==> src/hdl/wdg_pkg.sv <==
// Purpose: shared constants and types of the guard timer block
// Assumes: 8-bit register data in the low byte of a 32-bit bus word
// Notes: addresses are byte addresses on the register bus
package wdg_pkg;
  // oscillator and core clock rates
  localparam int unsigned OSC_HZ = 125000;
  localparam int unsigned CLK_HZ = 20000000;
  // core clock cycles per oscillator cycle
  localparam int unsigned OSC_DIV = CLK_HZ / OSC_HZ;
  // shortest time-out in oscillator cycles
  localparam int unsigned BASE_OSC_CYCLES = 2048;
  // highest period code in use; higher codes are reserved
  localparam logic [3:0] PSEL_MAX = 4'h9;
  // unlock window in core clock cycles
  localparam logic [2:0] UNLOCK_CYCLES = 3'h4;
  // register bus
  localparam int AXI_AW = 8;
  localparam int AXI_DW = 32;
  localparam logic [7:0] CTRL_ADDR = 8'h60;
  localparam logic [7:0] CAUSE_ADDR = 8'h64;
  localparam logic [1:0] RESP_OKAY = 2'h0;
  localparam logic [1:0] RESP_SLVERR = 2'h2;
  // guard_control_status fields
  localparam int CB_FLAG = 7;
  localparam int CB_IE = 6;
  localparam int CB_P3 = 5;
  localparam int CB_UNL = 4;
  localparam int CB_RE = 3;
  localparam int CB_PLO_HI = 2;
  // reset_cause_status fields
  localparam int SB_SCAN = 4;
  localparam int SB_WD = 3;
  localparam int SB_LOW = 2;
  localparam int SB_PIN = 1;
  localparam int SB_PWR = 0;
  localparam int CAUSE_W = 5;
  localparam logic [4:0] CAUSE_RESET = 5'h01;
  // operating modes, {reset enable, irq enable}
  typedef enum logic [1:0] {
    MODE_STOP = 2'b00,
    MODE_IRQ = 2'b01,
    MODE_RST = 2'b10,
    MODE_BOTH = 2'b11
  } wdg_mode_t;
endpackage

==> src/hdl/wdg_sync.sv <==
// Purpose: two-stage synchroniser for pins from outside the core clock
// Assumes: inputs are slow levels compared to the core clock
// Notes: only the second stage is visible outside
`timescale 1ns/10ps
module wdg_sync #(
  parameter int W = 5
) (
  input wire logic clk,
  input wire logic sys_rst,
  input wire logic ce,
  input wire logic [W-1:0] din,
  output logic [W-1:0] dout
);
  logic [W-1:0] meta_q;

  // first stage feeds second stage only
  always_ff @(posedge clk) begin
    if (sys_rst) begin
      meta_q <= {W{1'b0}};
      dout <= {W{1'b0}};
    end else if (ce) begin
      meta_q <= din;
      dout <= meta_q;
    end
  end
endmodule // wdg_sync

==> src/hdl/wdg_count.sv <==
// Purpose: time-out counter advanced by oscillator ticks
// Assumes: tick is a one-cycle pulse in the core clock domain
// Notes: a count at or beyond last expires on the next tick
`timescale 1ns/10ps
module wdg_count #(
  parameter int CNT_W = 20
) (
  input wire logic clk,
  input wire logic sys_rst,
  input wire logic ce,
  input wire logic tick,
  input wire logic clear,
  input wire logic run,
  input wire logic [CNT_W-1:0] last,
  output logic expire_q
);
  logic [CNT_W-1:0] cnt_q;

  // count ticks, expire with a one-cycle pulse
  always_ff @(posedge clk) begin
    if (sys_rst) begin
      cnt_q <= {CNT_W{1'b0}};
      expire_q <= 1'b0;
    end else if (ce) begin
      expire_q <= 1'b0;
      if (clear || !run) begin
        cnt_q <= {CNT_W{1'b0}};
      end else if (tick) begin
        // shorter period taking effect: expire at once
        if (cnt_q >= last) begin
          cnt_q <= {CNT_W{1'b0}};
          expire_q <= 1'b1;
        end else begin
          cnt_q <= cnt_q + 1'b1;
        end
      end
    end
  end
endmodule // wdg_count

==> src/hdl/wdg_top.sv <==
// Purpose: guard timer with reset-cause flags behind an AXI4-Lite slave
// Assumes: sys_rst is the power-on reset of this block
// Notes: oscillator arrives as a pin and is sampled on clk
// How it works
// - counter advances on ticks of a separate 125 kHz oscillator
// - reaching the time-out gives interrupt or reset per mode
// - restart request returns counter to zero; software restarts in time
// - interrupt mode raises interrupt only; it can wake from sleep
// - reset mode gives a device reset instead of an interrupt
// - combined mode: first expiry interrupts, later expiry resets
// - always-on fuse forces reset enable one and irq enable zero
// - within four cycles a write without unlock sets enable and period
// - after a guard reset the timer stays enabled
// - scan reset sets bit 4; power-on or writing zero clears it
// - guard reset sets bit 3; power-on or writing zero clears it
// - low supply reset sets bit 2; power-on or writing zero clears
// - pin reset sets bit 1; power-on or writing zero clears it
// - power-on sets bit 0; only writing zero clears it
// - change-unlock clears itself four cycles after being written
// - guard reset flag holds reset enable at one until cleared
// - period codes select 2048 doubling to 1048576 cycles
// - guard reset leaves as a one-cycle pulse
`timescale 1ns/10ps
module wdg_top #(
  parameter int unsigned BASE_CYCLES = wdg_pkg::BASE_OSC_CYCLES
) (
  input wire logic clk,
  input wire logic sys_rst,
  input wire logic ce,
  input wire logic osc_clk,
  input wire logic guard_always_on_fuse,
  input wire logic pin_reset_evt,
  input wire logic low_supply_reset_evt,
  input wire logic scan_reset_evt,
  input wire logic restart_req,
  input wire logic irq_vector_ack,
  input wire logic [wdg_pkg::AXI_AW-1:0] s_axi_awaddr,
  input wire logic s_axi_awvalid,
  output logic s_axi_awready,
  input wire logic [wdg_pkg::AXI_DW-1:0] s_axi_wdata,
  input wire logic [3:0] s_axi_wstrb,
  input wire logic s_axi_wvalid,
  output logic s_axi_wready,
  output logic [1:0] s_axi_bresp,
  output logic s_axi_bvalid,
  input wire logic s_axi_bready,
  input wire logic [wdg_pkg::AXI_AW-1:0] s_axi_araddr,
  input wire logic s_axi_arvalid,
  output logic s_axi_arready,
  output logic [wdg_pkg::AXI_DW-1:0] s_axi_rdata,
  output logic [1:0] s_axi_rresp,
  output logic s_axi_rvalid,
  input wire logic s_axi_rready,
  output logic guard_irq,
  output logic guard_sys_reset
);
  localparam int CNT_W = $clog2(BASE_CYCLES) + int'(wdg_pkg::PSEL_MAX);

  logic [4:0] pin_s;
  logic osc_prev_q;
  logic osc_tick;
  logic fuse;
  logic aw_held_q;
  logic w_held_q;
  logic [wdg_pkg::AXI_AW-1:0] awaddr_q;
  logic [7:0] wdata_q;
  logic wlane_q;
  logic wr_go;
  logic hit_ctrl;
  logic hit_cause;
  logic wr_ctrl;
  logic wr_cause;
  logic rd_take;
  logic ie_q;
  logic re_q;
  logic re_d;
  logic [3:0] psel_q;
  logic iflag_q;
  logic [2:0] unl_cnt_q;
  logic unl_open;
  logic unlock_wr;
  logic change_wr;
  logic [wdg_pkg::CAUSE_W-1:0] cause_q;
  logic [wdg_pkg::CAUSE_W-1:0] cause_set;
  logic re_eff;
  logic ie_eff;
  wdg_pkg::wdg_mode_t mode;
  logic expire;
  logic irq_set;
  logic rst_fire;
  logic [3:0] psel_eff;
  logic [CNT_W:0] span;
  logic [CNT_W:0] span_m1;
  logic [CNT_W-1:0] last;
  logic [7:0] ctrl_rd;

  ////////////////////////////////////////////////////////////////////
  // pin sampling

  // oscillator, fuse and reset-source levels
  wdg_sync #(
    .W(5)
  ) u_sync (
    .clk(clk),
    .sys_rst(sys_rst),
    .ce(ce),
    .din({scan_reset_evt, low_supply_reset_evt, pin_reset_evt,
          guard_always_on_fuse, osc_clk}),
    .dout(pin_s)
  );

  // rising oscillator edge makes one tick
  always_ff @(posedge clk) begin
    if (sys_rst) begin
      osc_prev_q <= 1'b0;
    end else if (ce) begin
      osc_prev_q <= pin_s[0];
    end
  end
  assign osc_tick = pin_s[0] & ~osc_prev_q;
  assign fuse = pin_s[1];

  ////////////////////////////////////////////////////////////////////
  // register bus, write side

  assign wr_go = aw_held_q & w_held_q & ~s_axi_bvalid;
  assign hit_ctrl = awaddr_q[7:2] == wdg_pkg::CTRL_ADDR[7:2];
  assign hit_cause = awaddr_q[7:2] == wdg_pkg::CAUSE_ADDR[7:2];
  assign wr_ctrl = wr_go & hit_ctrl & wlane_q;
  assign wr_cause = wr_go & hit_cause & wlane_q;

  // address and data taken in either order, answer after both
  always_ff @(posedge clk) begin
    if (sys_rst) begin
      aw_held_q <= 1'b0;
      w_held_q <= 1'b0;
      awaddr_q <= {wdg_pkg::AXI_AW{1'b0}};
      wdata_q <= 8'h00;
      wlane_q <= 1'b0;
      s_axi_awready <= 1'b0;
      s_axi_wready <= 1'b0;
      s_axi_bvalid <= 1'b0;
      s_axi_bresp <= wdg_pkg::RESP_OKAY;
    end else if (ce) begin
      s_axi_awready <= !(aw_held_q || (s_axi_awvalid && s_axi_awready) || wr_go)
                       && (!s_axi_bvalid || s_axi_bready);
      s_axi_wready <= !(w_held_q || (s_axi_wvalid && s_axi_wready) || wr_go)
                      && (!s_axi_bvalid || s_axi_bready);
      if (s_axi_awvalid && s_axi_awready) begin
        aw_held_q <= 1'b1;
        awaddr_q <= s_axi_awaddr;
      end
      if (s_axi_wvalid && s_axi_wready) begin
        w_held_q <= 1'b1;
        wdata_q <= s_axi_wdata[7:0];
        wlane_q <= s_axi_wstrb[0];
      end
      if (wr_go) begin
        aw_held_q <= 1'b0;
        w_held_q <= 1'b0;
        s_axi_bvalid <= 1'b1;
        s_axi_bresp <= (hit_ctrl || hit_cause) ? wdg_pkg::RESP_OKAY
                                               : wdg_pkg::RESP_SLVERR;
      end else if (s_axi_bvalid && s_axi_bready) begin
        s_axi_bvalid <= 1'b0;
      end
    end
  end

  ////////////////////////////////////////////////////////////////////
  // register bus, read side

  assign rd_take = s_axi_arvalid & s_axi_arready;
  assign ctrl_rd = {iflag_q, ie_q, psel_q[3], unl_open, re_q, psel_q[2:0]};

  // one read at a time, data from a register
  always_ff @(posedge clk) begin
    if (sys_rst) begin
      s_axi_arready <= 1'b0;
      s_axi_rvalid <= 1'b0;
      s_axi_rdata <= {wdg_pkg::AXI_DW{1'b0}};
      s_axi_rresp <= wdg_pkg::RESP_OKAY;
    end else if (ce) begin
      s_axi_arready <= !rd_take && (!s_axi_rvalid || s_axi_rready);
      if (rd_take) begin
        s_axi_rvalid <= 1'b1;
        s_axi_rresp <= wdg_pkg::RESP_OKAY;
        if (s_axi_araddr[7:2] == wdg_pkg::CTRL_ADDR[7:2]) begin
          s_axi_rdata <= {24'h000000, ctrl_rd};
        end else if (s_axi_araddr[7:2] == wdg_pkg::CAUSE_ADDR[7:2]) begin
          s_axi_rdata <= {27'h0, cause_q};
        end else begin
          s_axi_rdata <= {wdg_pkg::AXI_DW{1'b0}};
          s_axi_rresp <= wdg_pkg::RESP_SLVERR;
        end
      end else if (s_axi_rvalid && s_axi_rready) begin
        s_axi_rvalid <= 1'b0;
      end
    end
  end

  ////////////////////////////////////////////////////////////////////
  // timed change sequence

  assign unl_open = unl_cnt_q != 3'h0;
  assign unlock_wr = wr_ctrl & wdata_q[wdg_pkg::CB_UNL] & wdata_q[wdg_pkg::CB_RE];
  assign change_wr = wr_ctrl & ~wdata_q[wdg_pkg::CB_UNL] & unl_open;

  // unlock window counts down and closes itself
  always_ff @(posedge clk) begin
    if (sys_rst) begin
      unl_cnt_q <= 3'h0;
    end else if (ce) begin
      if (unlock_wr) begin
        unl_cnt_q <= wdg_pkg::UNLOCK_CYCLES;
      end else if (change_wr) begin
        unl_cnt_q <= 3'h0;
      end else if (unl_open) begin
        unl_cnt_q <= unl_cnt_q - 3'h1;
      end
    end
  end

  // next reset enable: locked, unlocked, forced
  always_comb begin
    re_d = re_q;
    if (change_wr) begin
      re_d = wdata_q[wdg_pkg::CB_RE];
    end else if (wr_ctrl && wdata_q[wdg_pkg::CB_RE]) begin
      re_d = 1'b1;
    end
    if (fuse || cause_q[wdg_pkg::SB_WD] || rst_fire) begin
      re_d = 1'b1;
    end
  end

  // reset enable and period code
  always_ff @(posedge clk) begin
    if (sys_rst) begin
      re_q <= 1'b0;
      psel_q <= 4'h0;
    end else if (ce) begin
      re_q <= re_d;
      if (change_wr) begin
        psel_q <= {wdata_q[wdg_pkg::CB_P3], wdata_q[wdg_pkg::CB_PLO_HI:0]};
      end
    end
  end

  // irq enable, dropped by the vector in combined mode
  always_ff @(posedge clk) begin
    if (sys_rst) begin
      ie_q <= 1'b0;
    end else if (ce) begin
      if (fuse) begin
        ie_q <= 1'b0;
      end else if (wr_ctrl) begin
        ie_q <= wdata_q[wdg_pkg::CB_IE];
      end else if (irq_vector_ack && mode == wdg_pkg::MODE_BOTH) begin
        ie_q <= 1'b0;
      end
    end
  end

  ////////////////////////////////////////////////////////////////////
  // time-out and actions

  assign re_eff = re_q | fuse;
  assign ie_eff = ie_q & ~fuse;
  assign mode = wdg_pkg::wdg_mode_t'({re_eff, ie_eff});

  // period code to last count, reserved codes as longest
  always_comb begin
    psel_eff = (psel_q > wdg_pkg::PSEL_MAX) ? wdg_pkg::PSEL_MAX : psel_q;
    span = (CNT_W + 1)'(BASE_CYCLES) << psel_eff;
    span_m1 = span - {{CNT_W{1'b0}}, 1'b1};
    last = span_m1[CNT_W-1:0];
  end

  // counter cleared by restart and by its own reset
  wdg_count #(
    .CNT_W(CNT_W)
  ) u_count (
    .clk(clk),
    .sys_rst(sys_rst),
    .ce(ce),
    .tick(osc_tick),
    .clear(restart_req | rst_fire),
    .run(mode != wdg_pkg::MODE_STOP),
    .last(last),
    .expire_q(expire)
  );

  // action on expiry per mode
  always_comb begin
    irq_set = 1'b0;
    rst_fire = 1'b0;
    if (expire) begin
      case (mode)
        wdg_pkg::MODE_STOP: begin
          irq_set = 1'b0;
        end
        wdg_pkg::MODE_IRQ: begin
          irq_set = 1'b1;
        end
        wdg_pkg::MODE_RST: begin
          rst_fire = 1'b1;
        end
        wdg_pkg::MODE_BOTH: begin
          if (iflag_q) begin
            rst_fire = 1'b1;
          end else begin
            irq_set = 1'b1;
          end
        end
        default: begin
          rst_fire = 1'b1;
        end
      endcase
    end
  end

  // sticky irq flag, set wins over clear
  always_ff @(posedge clk) begin
    if (sys_rst) begin
      iflag_q <= 1'b0;
    end else if (ce) begin
      if (irq_set) begin
        iflag_q <= 1'b1;
      end else if (irq_vector_ack || (wr_ctrl && wdata_q[wdg_pkg::CB_FLAG])) begin
        iflag_q <= 1'b0;
      end
    end
  end

  // outputs, irq level and one-cycle reset pulse
  always_ff @(posedge clk) begin
    if (sys_rst) begin
      guard_irq <= 1'b0;
      guard_sys_reset <= 1'b0;
    end else if (ce) begin
      guard_irq <= iflag_q & ie_eff;
      guard_sys_reset <= rst_fire;
    end
  end

  ////////////////////////////////////////////////////////////////////
  // reset-cause flags

  assign cause_set = {pin_s[4], rst_fire, pin_s[3], pin_s[2], 1'b0};

  // each flag set by its source, cleared by writing zero
  for (genvar i = 0; i < wdg_pkg::CAUSE_W; i++) begin : g_cause
    always_ff @(posedge clk) begin
      if (sys_rst) begin
        cause_q[i] <= wdg_pkg::CAUSE_RESET[i];
      end else if (ce) begin
        if (cause_set[i]) begin
          cause_q[i] <= 1'b1;
        end else if (wr_cause && !wdata_q[i]) begin
          cause_q[i] <= 1'b0;
        end
      end
    end
  end
endmodule // wdg_top

==> config.mk <==
export PLATFORM = sky130hd
export DESIGN_NAME = wdg_top
export DESIGN_NICKNAME = d
export VERILOG_FILES = /design/src/hdl/wdg_pkg.sv /design/src/hdl/wdg_sync.sv /design/src/hdl/wdg_count.sv /design/src/hdl/wdg_top.sv
export SDC_FILE = /design/constraint.sdc
export NUM_CORES = 1
export LEC_CHECK = 0
export ABC_AREA = 0
export CORE_ASPECT_RATIO = 0.6
export CORE_MARGIN = 3
export CORE_UTILIZATION = 57
export DETAILED_ROUTE_END_ITERATION = 10
export DONT_BUFFER_PORTS = 1
export HOLD_SLACK_MARGIN = 0.06
export PLACE_DENSITY = 0.85
export SYNTH_ARGS = -nofsm -noshare
export SYNTH_HDL_FRONTEND = slang
export SYNTH_HIERARCHICAL = 1
export SYNTH_SLANG_ARGS = --single-unit
==> constraint.sdc <==
create_clock -name clk -period 2.95 [get_ports clk]
set_input_delay 0.4425 -clock clk [delete_from_list [all_inputs] [get_ports clk]]
set_output_delay 0.4425 -clock clk [all_outputs]
set_load 0.02 [all_outputs]
# [Yosys cells after proc, flatten, opt, wreduce, memory -nomap -nowiden]
# Index checks and enable logic that the tools add are counted.
[totals] regBits=109 in_bits=67
[op_classes] addsub=3 magnitude_cmp=2 n_eq_ne=7 shift=1 muxes=45 bitwise_logic=20 n_reduce_logical=71
[op_table] cell="$mux 20" n=3
[op_table] cell="$reduce_and 2->1" n=19
[op_table] cell="$mux 1" n=31
[op_table] cell="$eq 6x5->1 const B" n=4
[op_table] cell="$reduce_bool 2->1" n=11
[op_table] cell="$add 20x1->20 const B" n=1
[op_table] cell="$ge 20x20->1" n=1
[op_table] cell="$shl 12x4->20 const A" n=1
[op_table] cell="$sub 20x1->20 const B" n=1
[op_table] cell="$logic_and 1x1->1" n=15
[op_table] cell="$and 1x1->1" n=14
[op_table] cell="$reduce_bool 3->1" n=4
[op_table] cell="$logic_not 1->1" n=11
[op_table] cell="$logic_or 1x1->1" n=11
[op_table] cell="$mux 3" n=3
[op_table] cell="$mux 8" n=1
[op_table] cell="$mux 2" n=3
[op_table] cell="$mux 5" n=1
[op_table] cell="$eq 2x2->1 const B" n=2
[op_table] cell="$gt 4x4->1 const B" n=1
[op_table] cell="$mux 4" n=1
[op_table] cell="$not 1->1" n=4
[op_table] cell="$pmux 1 s2" n=2
[op_table] cell="$sub 3x1->3 const B" n=1
[op_table] cell="other kinds (2)" n=3

# [Longest topological paths before layout]
# Gate-level depths: netlist of run 1.
[depth] depth_word=9 ltp_mapped=17 mapped_depth_nobuf=15

# [Hierarchy]
# The synthesis of run 1 kept the hierarchy.
[modules_own_cells] mod="wdg_top" instances=1 cells_per_inst=305 area_each_um2=2451.1
[modules_own_cells] mod="wdg_count" instances=1 cells_per_inst=181 area_each_um2=1570.3
[modules_own_cells] mod="wdg_sync" instances=1 cells_per_inst=32 area_each_um2=352.8

# [Least setup slack after synthesis of run 1]
# Ideal clock, no wire load.
[synth_timing] kind="register -> register" from="reg psel_q[3]" to="reg u_count.cnt_q[19]" t_arrival_ns=3.145 t_required_ns=2.876 slack_ns=-0.269 path_stages_with_launch=18 n_path_buf=2 period_less_slack_ns=3.219 path_cell_list="dfxtp_1 -> clkbuf_1 -> nor2_1 -> inv_1 -> or3_1 -> ha_1 -> nor4_1 -> a21oi_1 -> o21ai_0 -> inv_1 -> ha_1 -> nand4_1 -> nor2_1 -> a221oi_1 -> and2b_1 -> a21oi_4 -> buf_6 -> nor3_4"
[synth_via] elab_chain_len=8
[synth_rtl] element="start, declared" line_no="wdg_top.sv:77" text="logic [3:0] psel_q;"
[synth_rtl] element="start signal, assigned" line_no="wdg_top.sv:245" text="psel_q <= {wdata_q[wdg_pkg::CB_P3], wdata_q[wdg_pkg::CB_PLO_HI:0]};"
[synth_rtl] element="$gt 4x4->1" line_no="wdg_top.sv:274" text="psel_eff = (psel_q > wdg_pkg::PSEL_MAX) ? wdg_pkg::PSEL_MAX : psel_q;"
[synth_rtl] element="$mux 4 *" line_no="wdg_top.sv:274"
[synth_rtl] element="$shl 12x4->20 *" line_no="wdg_top.sv:275" text="span = (CNT_W + 1)'(BASE_CYCLES) << psel_eff;"
[synth_rtl] element="$sub 20x1->20 *" line_no="wdg_top.sv:276" text="span_m1 = span - {{CNT_W{1'b0}}, 1'b1};"
[synth_rtl] element="via span_m1[14]" line_no="wdg_top.sv:93" text="logic [CNT_W:0] span_m1;"
[synth_rtl] element="$ge 20x20->1 *" line_no="wdg_count.sv:30" text="if (cnt_q >= last) begin"
[synth_rtl] element="$mux 20 *" line_no="wdg_count.sv:30"
[synth_rtl] element="$mux 20 *" line_no="wdg_count.sv:28" text="end else if (tick) begin"
[synth_rtl] element="$mux 20 *" line_no="wdg_count.sv:26" text="if (clear || !run) begin"
[synth_rtl] element="end signal, assigned" line_no="wdg_count.sv:27" text="cnt_q <= {CNT_W{1'b0}};"
[synth_rtl] element="end signal, assigned" line_no="wdg_count.sv:31" text="cnt_q <= {CNT_W{1'b0}};"
[synth_rtl] element="end signal, assigned" line_no="wdg_count.sv:34" text="cnt_q <= cnt_q + 1'b1;"
[synth_rtl] element="end, declared" line_no="wdg_count.sv:17" text="logic [CNT_W-1:0] cnt_q;"
# Mark *: on every way through the listed nets, which the timed path passes. The rest lies on a longest branch. The select of a mux whose other input is x is not followed.
# A chain may end at the register's enable or synchronous reset.

# [Worst setup path after layout of run 1]
[layout_timing] from="reg psel_q[2]" to="reg u_count.cnt_q[19]"
# Same word-level chain as after synthesis.

==> results of run 1 <==
-- worst max-delay path, cell delays in order, from the launching register on --
cell,delay [ps]
dfxtp_2,330
nor2_4,110
inv_2,50
or3_4,350
ha_4,200
nor4_4,200
a21oi_2,50
o21ai_1,130
inv_1,80
ha_4,220
nand4_1,140
nor2_2,60
buf_4,140
a311oi_4,370
a21oi_4,140
clkbuf_16,210
nor3_4,160
-- flip-flops by register name, indices dropped and copies added (netlist names), 3 cells and up --
| signal | flops |
|---|---|
| awaddr_q | 6 |
| cause_q | 5 |
| psel_q | 4 |
| s_axi_rdata | 8 |
| u_count/cnt_q | 20 |
| u_sync/dout | 5 |
| u_sync/meta_q | 5 |
| unl_cnt_q | 3 |
| wdata_q | 8 |
-- report_power, final --
part / switching (mW) / internal (mW)
sequential: 0.0258 / 1.13
clock: 0.435 / 0.590
combinational: 0.152 / 0.100
-- metal layers --
metal / vias to the layer above / global-route usage
li1: 1763 / -
met1: 1743 / 0.316
met2: 145 / 0.391
met3: 12 / 0.0746
met4: 2 / 0.0899
met5: - / 0
-- per-stage QoR --
| step | hold WS, ps | total power [mW] |
|---|---|---|
| 6_report | 174 | 2.43 |
| 3_3_place_gp | 438 | 1.40 |
| 2_1_floorplan | 431 | 1.42 |
| 4_1_cts | 159 | 2.45 |
| 5_1_grt | 165 | 2.53 |
| 3_5_place_dp | 448 | 1.42 |
-- layout by cell type (no fill, tap or decap), drive strengths merged, types with 2 or more instances in the layout --
cell,n
nor3b,4
and3,4
nand2b,9
nand4,14
clkbuf,12
buf,15
o31ai,3
and3b,2
nor2b,3
conb,37
nand2,55
xnor2,4
xor2,13
nand3,22
ha,24
inv,34
mux2,2
or3,3
nor3,24
a31oi,6
dfxtp,81
o21ai,19
mux2i,23
clkinv,5
nor2,41
a211o,3
nor4,2
and4,5
a21oi,43
a311oi,2
-- how the worst max path moves through the flow --
stage                        end  slack (ps)  cells after the start
2_1_floorplan  u_count/cnt_q[18]         -60                     17
3_3_place_gp   u_count/cnt_q[13]          40                     16
3_5_place_dp   u_count/cnt_q[12]         -40                     16
4_1_cts        u_count/cnt_q[18]         -10                     16
5_1_grt         u_count/cnt_q[6]        -260                     16
6_report       u_count/cnt_q[19]         -60                     16
-- cells by family (layout without fill, tap and decap cells) --
| logic type | Yosys count | in the layout | share of synthesized area |
|---|---|---|---|
| compound gates | 89 | 89 | 0.127 |
| xor+xnor | 17 | 17 | 0.0340 |
| fa+ha+maj | 24 | 24 | 0.0687 |
| buf+inv | 83 | 67 | 0.0984 |
| flops | 81 | 81 | 0.371 |
| mux | 25 | 25 | 0.0578 |
| other cells | 2 | 38 | 0.00172 |
| simple gates | 197 | 197 | 0.242 |
-- layout make-up --
type | count | area share
clock inverter | 5 | 0.00639
antenna | 1 | 0.000511
multi-input combinational | 389 | 0.526
inverter | 35 | 0.0268
clock buffer | 11 | 0.0496
sequential | 81 | 0.332
tap | 104 | 0.0266
timing repair buffer | 16 | 0.0322
-- timing repair --
action                     in CTS  in global routing
cloned                          1                  0
setup endpoints to repair      19                 21
setup buffers                   4                  0
pin swaps                      11                  6
resized for setup              15                  5
==> results.py, run 1 <==
metrics = {
    "outcome": {
        "outcome": "complete, but fails checks",
        "violations": "setup timing",
    },
    "timing": {
        "fmax_mhz": 332,
        "setup_viol": 17,
        "rsz0062_at_grt": "true",
        "finClkSkew_ps": 6.03,
        "hold_viol": 0,
        "tns_ps": -762,
        "fin_ws_ps": -64.9,
        "slew_headroom": 0.579,
        "slew_viol_final": 0,
        "tightest_slew_ps": 628,
        "finalWorstPathRequiredPeriod_ps": 3010,
        "fin_crit_sh": 1.02,
    },
    "clock_tree": {
        "root_buffer": "clkbuf_16",
        "clk_latency_ps": 340,
        "cts_hold_buf": 0,
        "clkSinkCount": 81,
        "cts_inserted_buffers": 9,
        "cts_htree_levels": 3,
        "cts.clk_slew.worst_paths_ps": 60,
        "cts_tree": "done",
        "cts_buffer_depth": 2,
    },
    "logic_synthesis": {
        "synth-edff-count": 0,
        "synth-seq-cells": 81,
        "synth_seq_area_share": 0.371,
        "synthesis.yosys.warnings": 6,
        "synthTopCellsByCount": "81 x dfxtp_1, 55 x nand2_1, 42 x a21oi_1, 41 x nor2_1, 34 x inv_1",
        "ys_types": 65,
        "syn_area_um2": 4370,
        "synthFlopType": "dfxtp_1",
        "synth_most_common_cell": "dfxtp_1",
        "synth_async_sr_flop_share": 0,
        "synthTopCellsByArea": "dfxtp_1 37%, ha_1 6.9%, mux2i_1 5.3%",
        "synth_top_cell_by_area": "dfxtp_1",
        "postSynthCellCount": 518,
        "yosys.area.top_type_share": 0.371,
        "syn_area_per_cell_um2": 8.44,
    },
    "worst_setup_path": {
        "rr_startpoint": "psel_q[2]",
        "endpoint_kind": "register",
        "r2r_setup_slack_ps": -60,
        "cp_data_required_time_ps": 3220,
        "r2r_end": "u_count/cnt_q[19]",
        "reg2regPathDepth": 16,
        "crit_start": "psel_q[2]",
        "arrival_ps": 3280,
        "worstSetupPathType": "reg -> reg",
        "crit_fanout": 8,
        "startpoint_type": "register",
    },
    "global_routing": {
        "grt_max_degree": 83,
        "overflow": 0,
        "antenna_found_initial": 2,
        "grt_pass1_vias": 3541,
        "grt_pass1_wl_mm": 17.0,
        "grtUsageTotal": 0.245,
    },
    "layout": {
        "post-route-util": 0.665,
        "n_fill_cell": 595,
        "drive_gt1_frac": 0.136,
        "multiInputGateArea_um2": 2570,
        "regArea_um2": 1620,
        "fin_cells": 642,
        "design_area_um2": 4890,
        "layout.nets": 623,
        "syn_to_final_growth_pct": 11.9,
    },
    "placed_design": {
        "dp_hpwl_mm": 7.12,
        "io_buffers": 0,
        "dp_cells": 620,
        "dp_worst_setup_slack_ps": -42.6,
        "place.gp.congestion": 0.863,
        "post_dp_cell_area_um2": 4480,
    },
    "hold_path": {
        "min_to": "u_sync/meta_q[3]",
        "hold_path_class": "in -> reg",
        "holdPathStages": 1,
        "min_from": "sys_rst",
    },
    "power": {
        "peakVddDrop_uv": 333,
        "p_leak_nw": 2.05,
        "powerDensity_nw_per_um2": 497,
    },
    "detailed_routing": {
        "post_drt_wl_per_cell_um": 16.1,
        "drt-pass1-iter-count": 5,
        "routed-wl-met3_um": 870,
        "ant_nets": 0,
        "routed_via_density": 5.71,
        "drt_iter0_drc": 384,
        "highest_layer": "met5",
        "vias": 3665,
        "drcViolationCount": 0,
        "wl_mm": 10.3,
        "drt-met1-wl_mm": 4.64,
        "wl_met2_mm": 4.68,
    },
    "die": {
        "fp.dieH_um": 73.9,
        "start_util": 0.595,
        "die_w_um": 119,
        "die_area_um2": 8800,
        "io_pins": 110,
        "num_rows": 24,
        "core-area_um2": 7360,
    },
    "job": {
        "cap_violations": 0,
    },
}
(Power assumes the default switching activity.)
==> inputs of run 2 (changes only) <==
Settings changed: CORE_UTILIZATION 57 to 46, PLACE_DENSITY 0.85 to 0.73, REMOVE_ABC_BUFFERS set to 1.
==> run 2 against run 1 <==
  * The flow still finishes with violations (setup timing)
  * Sequential cell count unchanged
  * First-iteration DRC count down 34%
  * Final area up 3.6%
  * Routed wire length up 2.9%
  * Hold slack worse by 0.59 ps
  * Power up 7.7%
  * Register-to-register slack worse by 60 ps
  * Sequential power about the same
  * Fmax down 1.8%
  * Global-route usage down 4.5 points
  * Utilization down 9.4 points
  * Critical path type unchanged
  * Critical endpoint unchanged
  * Highest routed layer is now met4
==> results.py, run 2 (same netlist as run 1, synthesis figures left out) <==
metrics = {
    "hold_path": {
        "min_from": "sys_rst",
        "min_to": "s_axi_awready",
        "holdPathStages": 1,
        "hold_path_class": "in -> reg",
    },
    "detailed_routing": {
        "vias": 3694,
        "routed_via_density": 5.47,
        "wl_mm": 10.6,
        "post_drt_wl_per_cell_um": 15.7,
        "drt-pass1-iter-count": 4,
        "drt_iter0_drc": 254,
        "drcViolationCount": 0,
        "ant_nets": 0,
    },
    "power": {
        "total_power_mw": 2.62,
        "p_leak_nw": 2.14,
        "peakVddDrop_uv": 344,
        "powerDensity_nw_per_um2": 517,
    },
    "global_routing": {
        "grt_max_degree": 83,
        "grt_pass1_vias": 3505,
        "overflow": 0,
        "grt_pass1_wl_mm": 17.4,
        "antenna_found_initial": 0,
        "grtUsageTotal": 0.201,
    },
    "layout": {
        "layout.nets": 635,
        "mostFrequentLayoutCells": "78 x dfxtp_1, 55 x nand2_1, 40 x a21oi_1, 39 x nor2_1, 37 x conb_1",
        "syn_to_final_growth_pct": 15.9,
        "regMostFlops": "u_count/cnt_q",
        "largest_reg_flops": 20,
        "design_area_um2": 5070,
        "final_common_cell": "dfxtp_1",
        "antennaDiodeCount": 0,
        "drive_gt1_frac": 0.160,
        "largest_registers": "u_count/cnt_q: 20 flops, s_axi_rdata: 8 flops, wdata_q: 8 flops",
    },
    "worst_setup_path": {
        "r2r_end": "u_count/cnt_q[19]",
        "r2r_setup_slack_ps": -120,
        "arrival_ps": 3340,
        "crit_fanout": 7,
        "endpoint_kind": "register",
        "rr_startpoint": "psel_q[2]",
        "cp_data_required_time_ps": 3220,
        "startpoint_type": "register",
        "worstSetupPathType": "reg -> reg",
        "reg2regPathDepth": 16,
    },
    "clock_tree": {
        "clk_latency_ps": 340,
        "cts_hold_buf": 0,
        "cts_tree": "done",
        "cts.clk_slew.worst_paths_ps": 60,
        "cts_buffer_depth": 2,
        "clkSinkCount": 81,
        "cts_htree_levels": 3,
        "cts_inserted_buffers": 9,
        "root_buffer": "clkbuf_16",
    },
    "die": {
        "core-area_um2": 8880,
        "io_pins": 110,
        "fp.dieH_um": 81.5,
        "die_w_um": 132,
        "die_area_um2": 10800,
        "num_rows": 26,
        "start_util": 0.493,
    },
    "timing": {
        "fmax_mhz": 326,
        "hold_viol": 0,
        "fin_ws_ps": -121,
        "whs_ps": 173,
        "slew_viol_final": 0,
        "finClkSkew_ps": 4.55,
        "slew_headroom": 0.584,
        "finalWorstPathRequiredPeriod_ps": 3070,
        "fin_crit_sh": 1.04,
        "setup_viol": 20,
        "rsz0062_at_grt": "true",
        "tightest_slew_ps": 619,
        "tns_ps": -1810,
    },
    "job": {
        "cap_violations": 0,
    },
    "placed_design": {
        "place.gp.congestion": 0.861,
        "io_buffers": 0,
        "dp_hpwl_mm": 7.34,
        "dp_worst_setup_slack_ps": -404,
        "post_dp_cell_area_um2": 4490,
    },
    "outcome": {
        "violations": "setup timing",
        "outcome": "complete, but fails checks",
    },
}
[run 2: per-layer routing]
metal | share of wire | track usage
met3 | 0.065 | 0.0606
met5 | 0 | 0
met4 | 0.014 | 0.0629
met1 | 0.49 | 0.272
met2 | 0.43 | 0.309
[run 2: repair_timing]
action / CTS / global route
endpoints found under the setup margin: 21 / 21
cloned: 0 / 1
setup buffers: 9 / 1
endpoints found under the hold margin: 0 / 0
pin swaps: 7 / 15
resized for setup: 26 / 8
[run 2: final cells by class]
type | instances | area (µm²)
Timing Repair Buffer | 28 | 248
Multi-Input combinational cell | 389 | 2580
Sequential cell | 81 | 1630
Tap cell | 126 | 158
Fill cell | 796 | 3810
Clock buffer | 12 | 246
Clock inverter | 4 | 76.3
Inverter | 35 | 131
[run 2: report_power, final]
| group | internal [mW] | switching [mW] |
|---|---|---|
| logic | 0.102 | 0.150 |
| clock network | 0.766 | 0.445 |
| registers | 1.13 | 0.0268 |
| total | 2.00 | 0.622 |
[run 2: worst max-delay path, cell delays in order (launching register included)]
cell and delay, ps:
dfxtp_2 330, nor2_4 110, inv_2 50, or3_4 340, ha_4 190, buf_4 140, a21oi_1 170, o21ai_1 100
inv_1 110, ha_4 210, nand4_1 130, nor2_2 70, buf_4 150, a311oi_4 350, a21oi_4 150, buf_12 190
nor3_4 160
[run 2: per-stage QoR]
step	instances	utilization
3_5_place_dp	648	0.506
6_report	675	0.571
5_1_grt	675	0.571
3_3_place_gp	648	0.506
2_1_floorplan	505	-
4_1_cts	673	0.564
[run 2: worst max path at each step]
stage	start	to	slack, ps	depth (start not counted)
3_3_place_gp	psel_q[2]	u_count/cnt_q[13]	-270	15
4_1_cts	psel_q[2]	u_count/cnt_q[3]	-50	16
6_report	psel_q[2]	u_count/cnt_q[19]	-120	16
5_1_grt	psel_q[2]	u_count/cnt_q[13]	-250	16
2_1_floorplan	psel_q[3]	u_count/cnt_q[12]	-210	15
3_5_place_dp	psel_q[2]	u_count/cnt_q[13]	-400	15
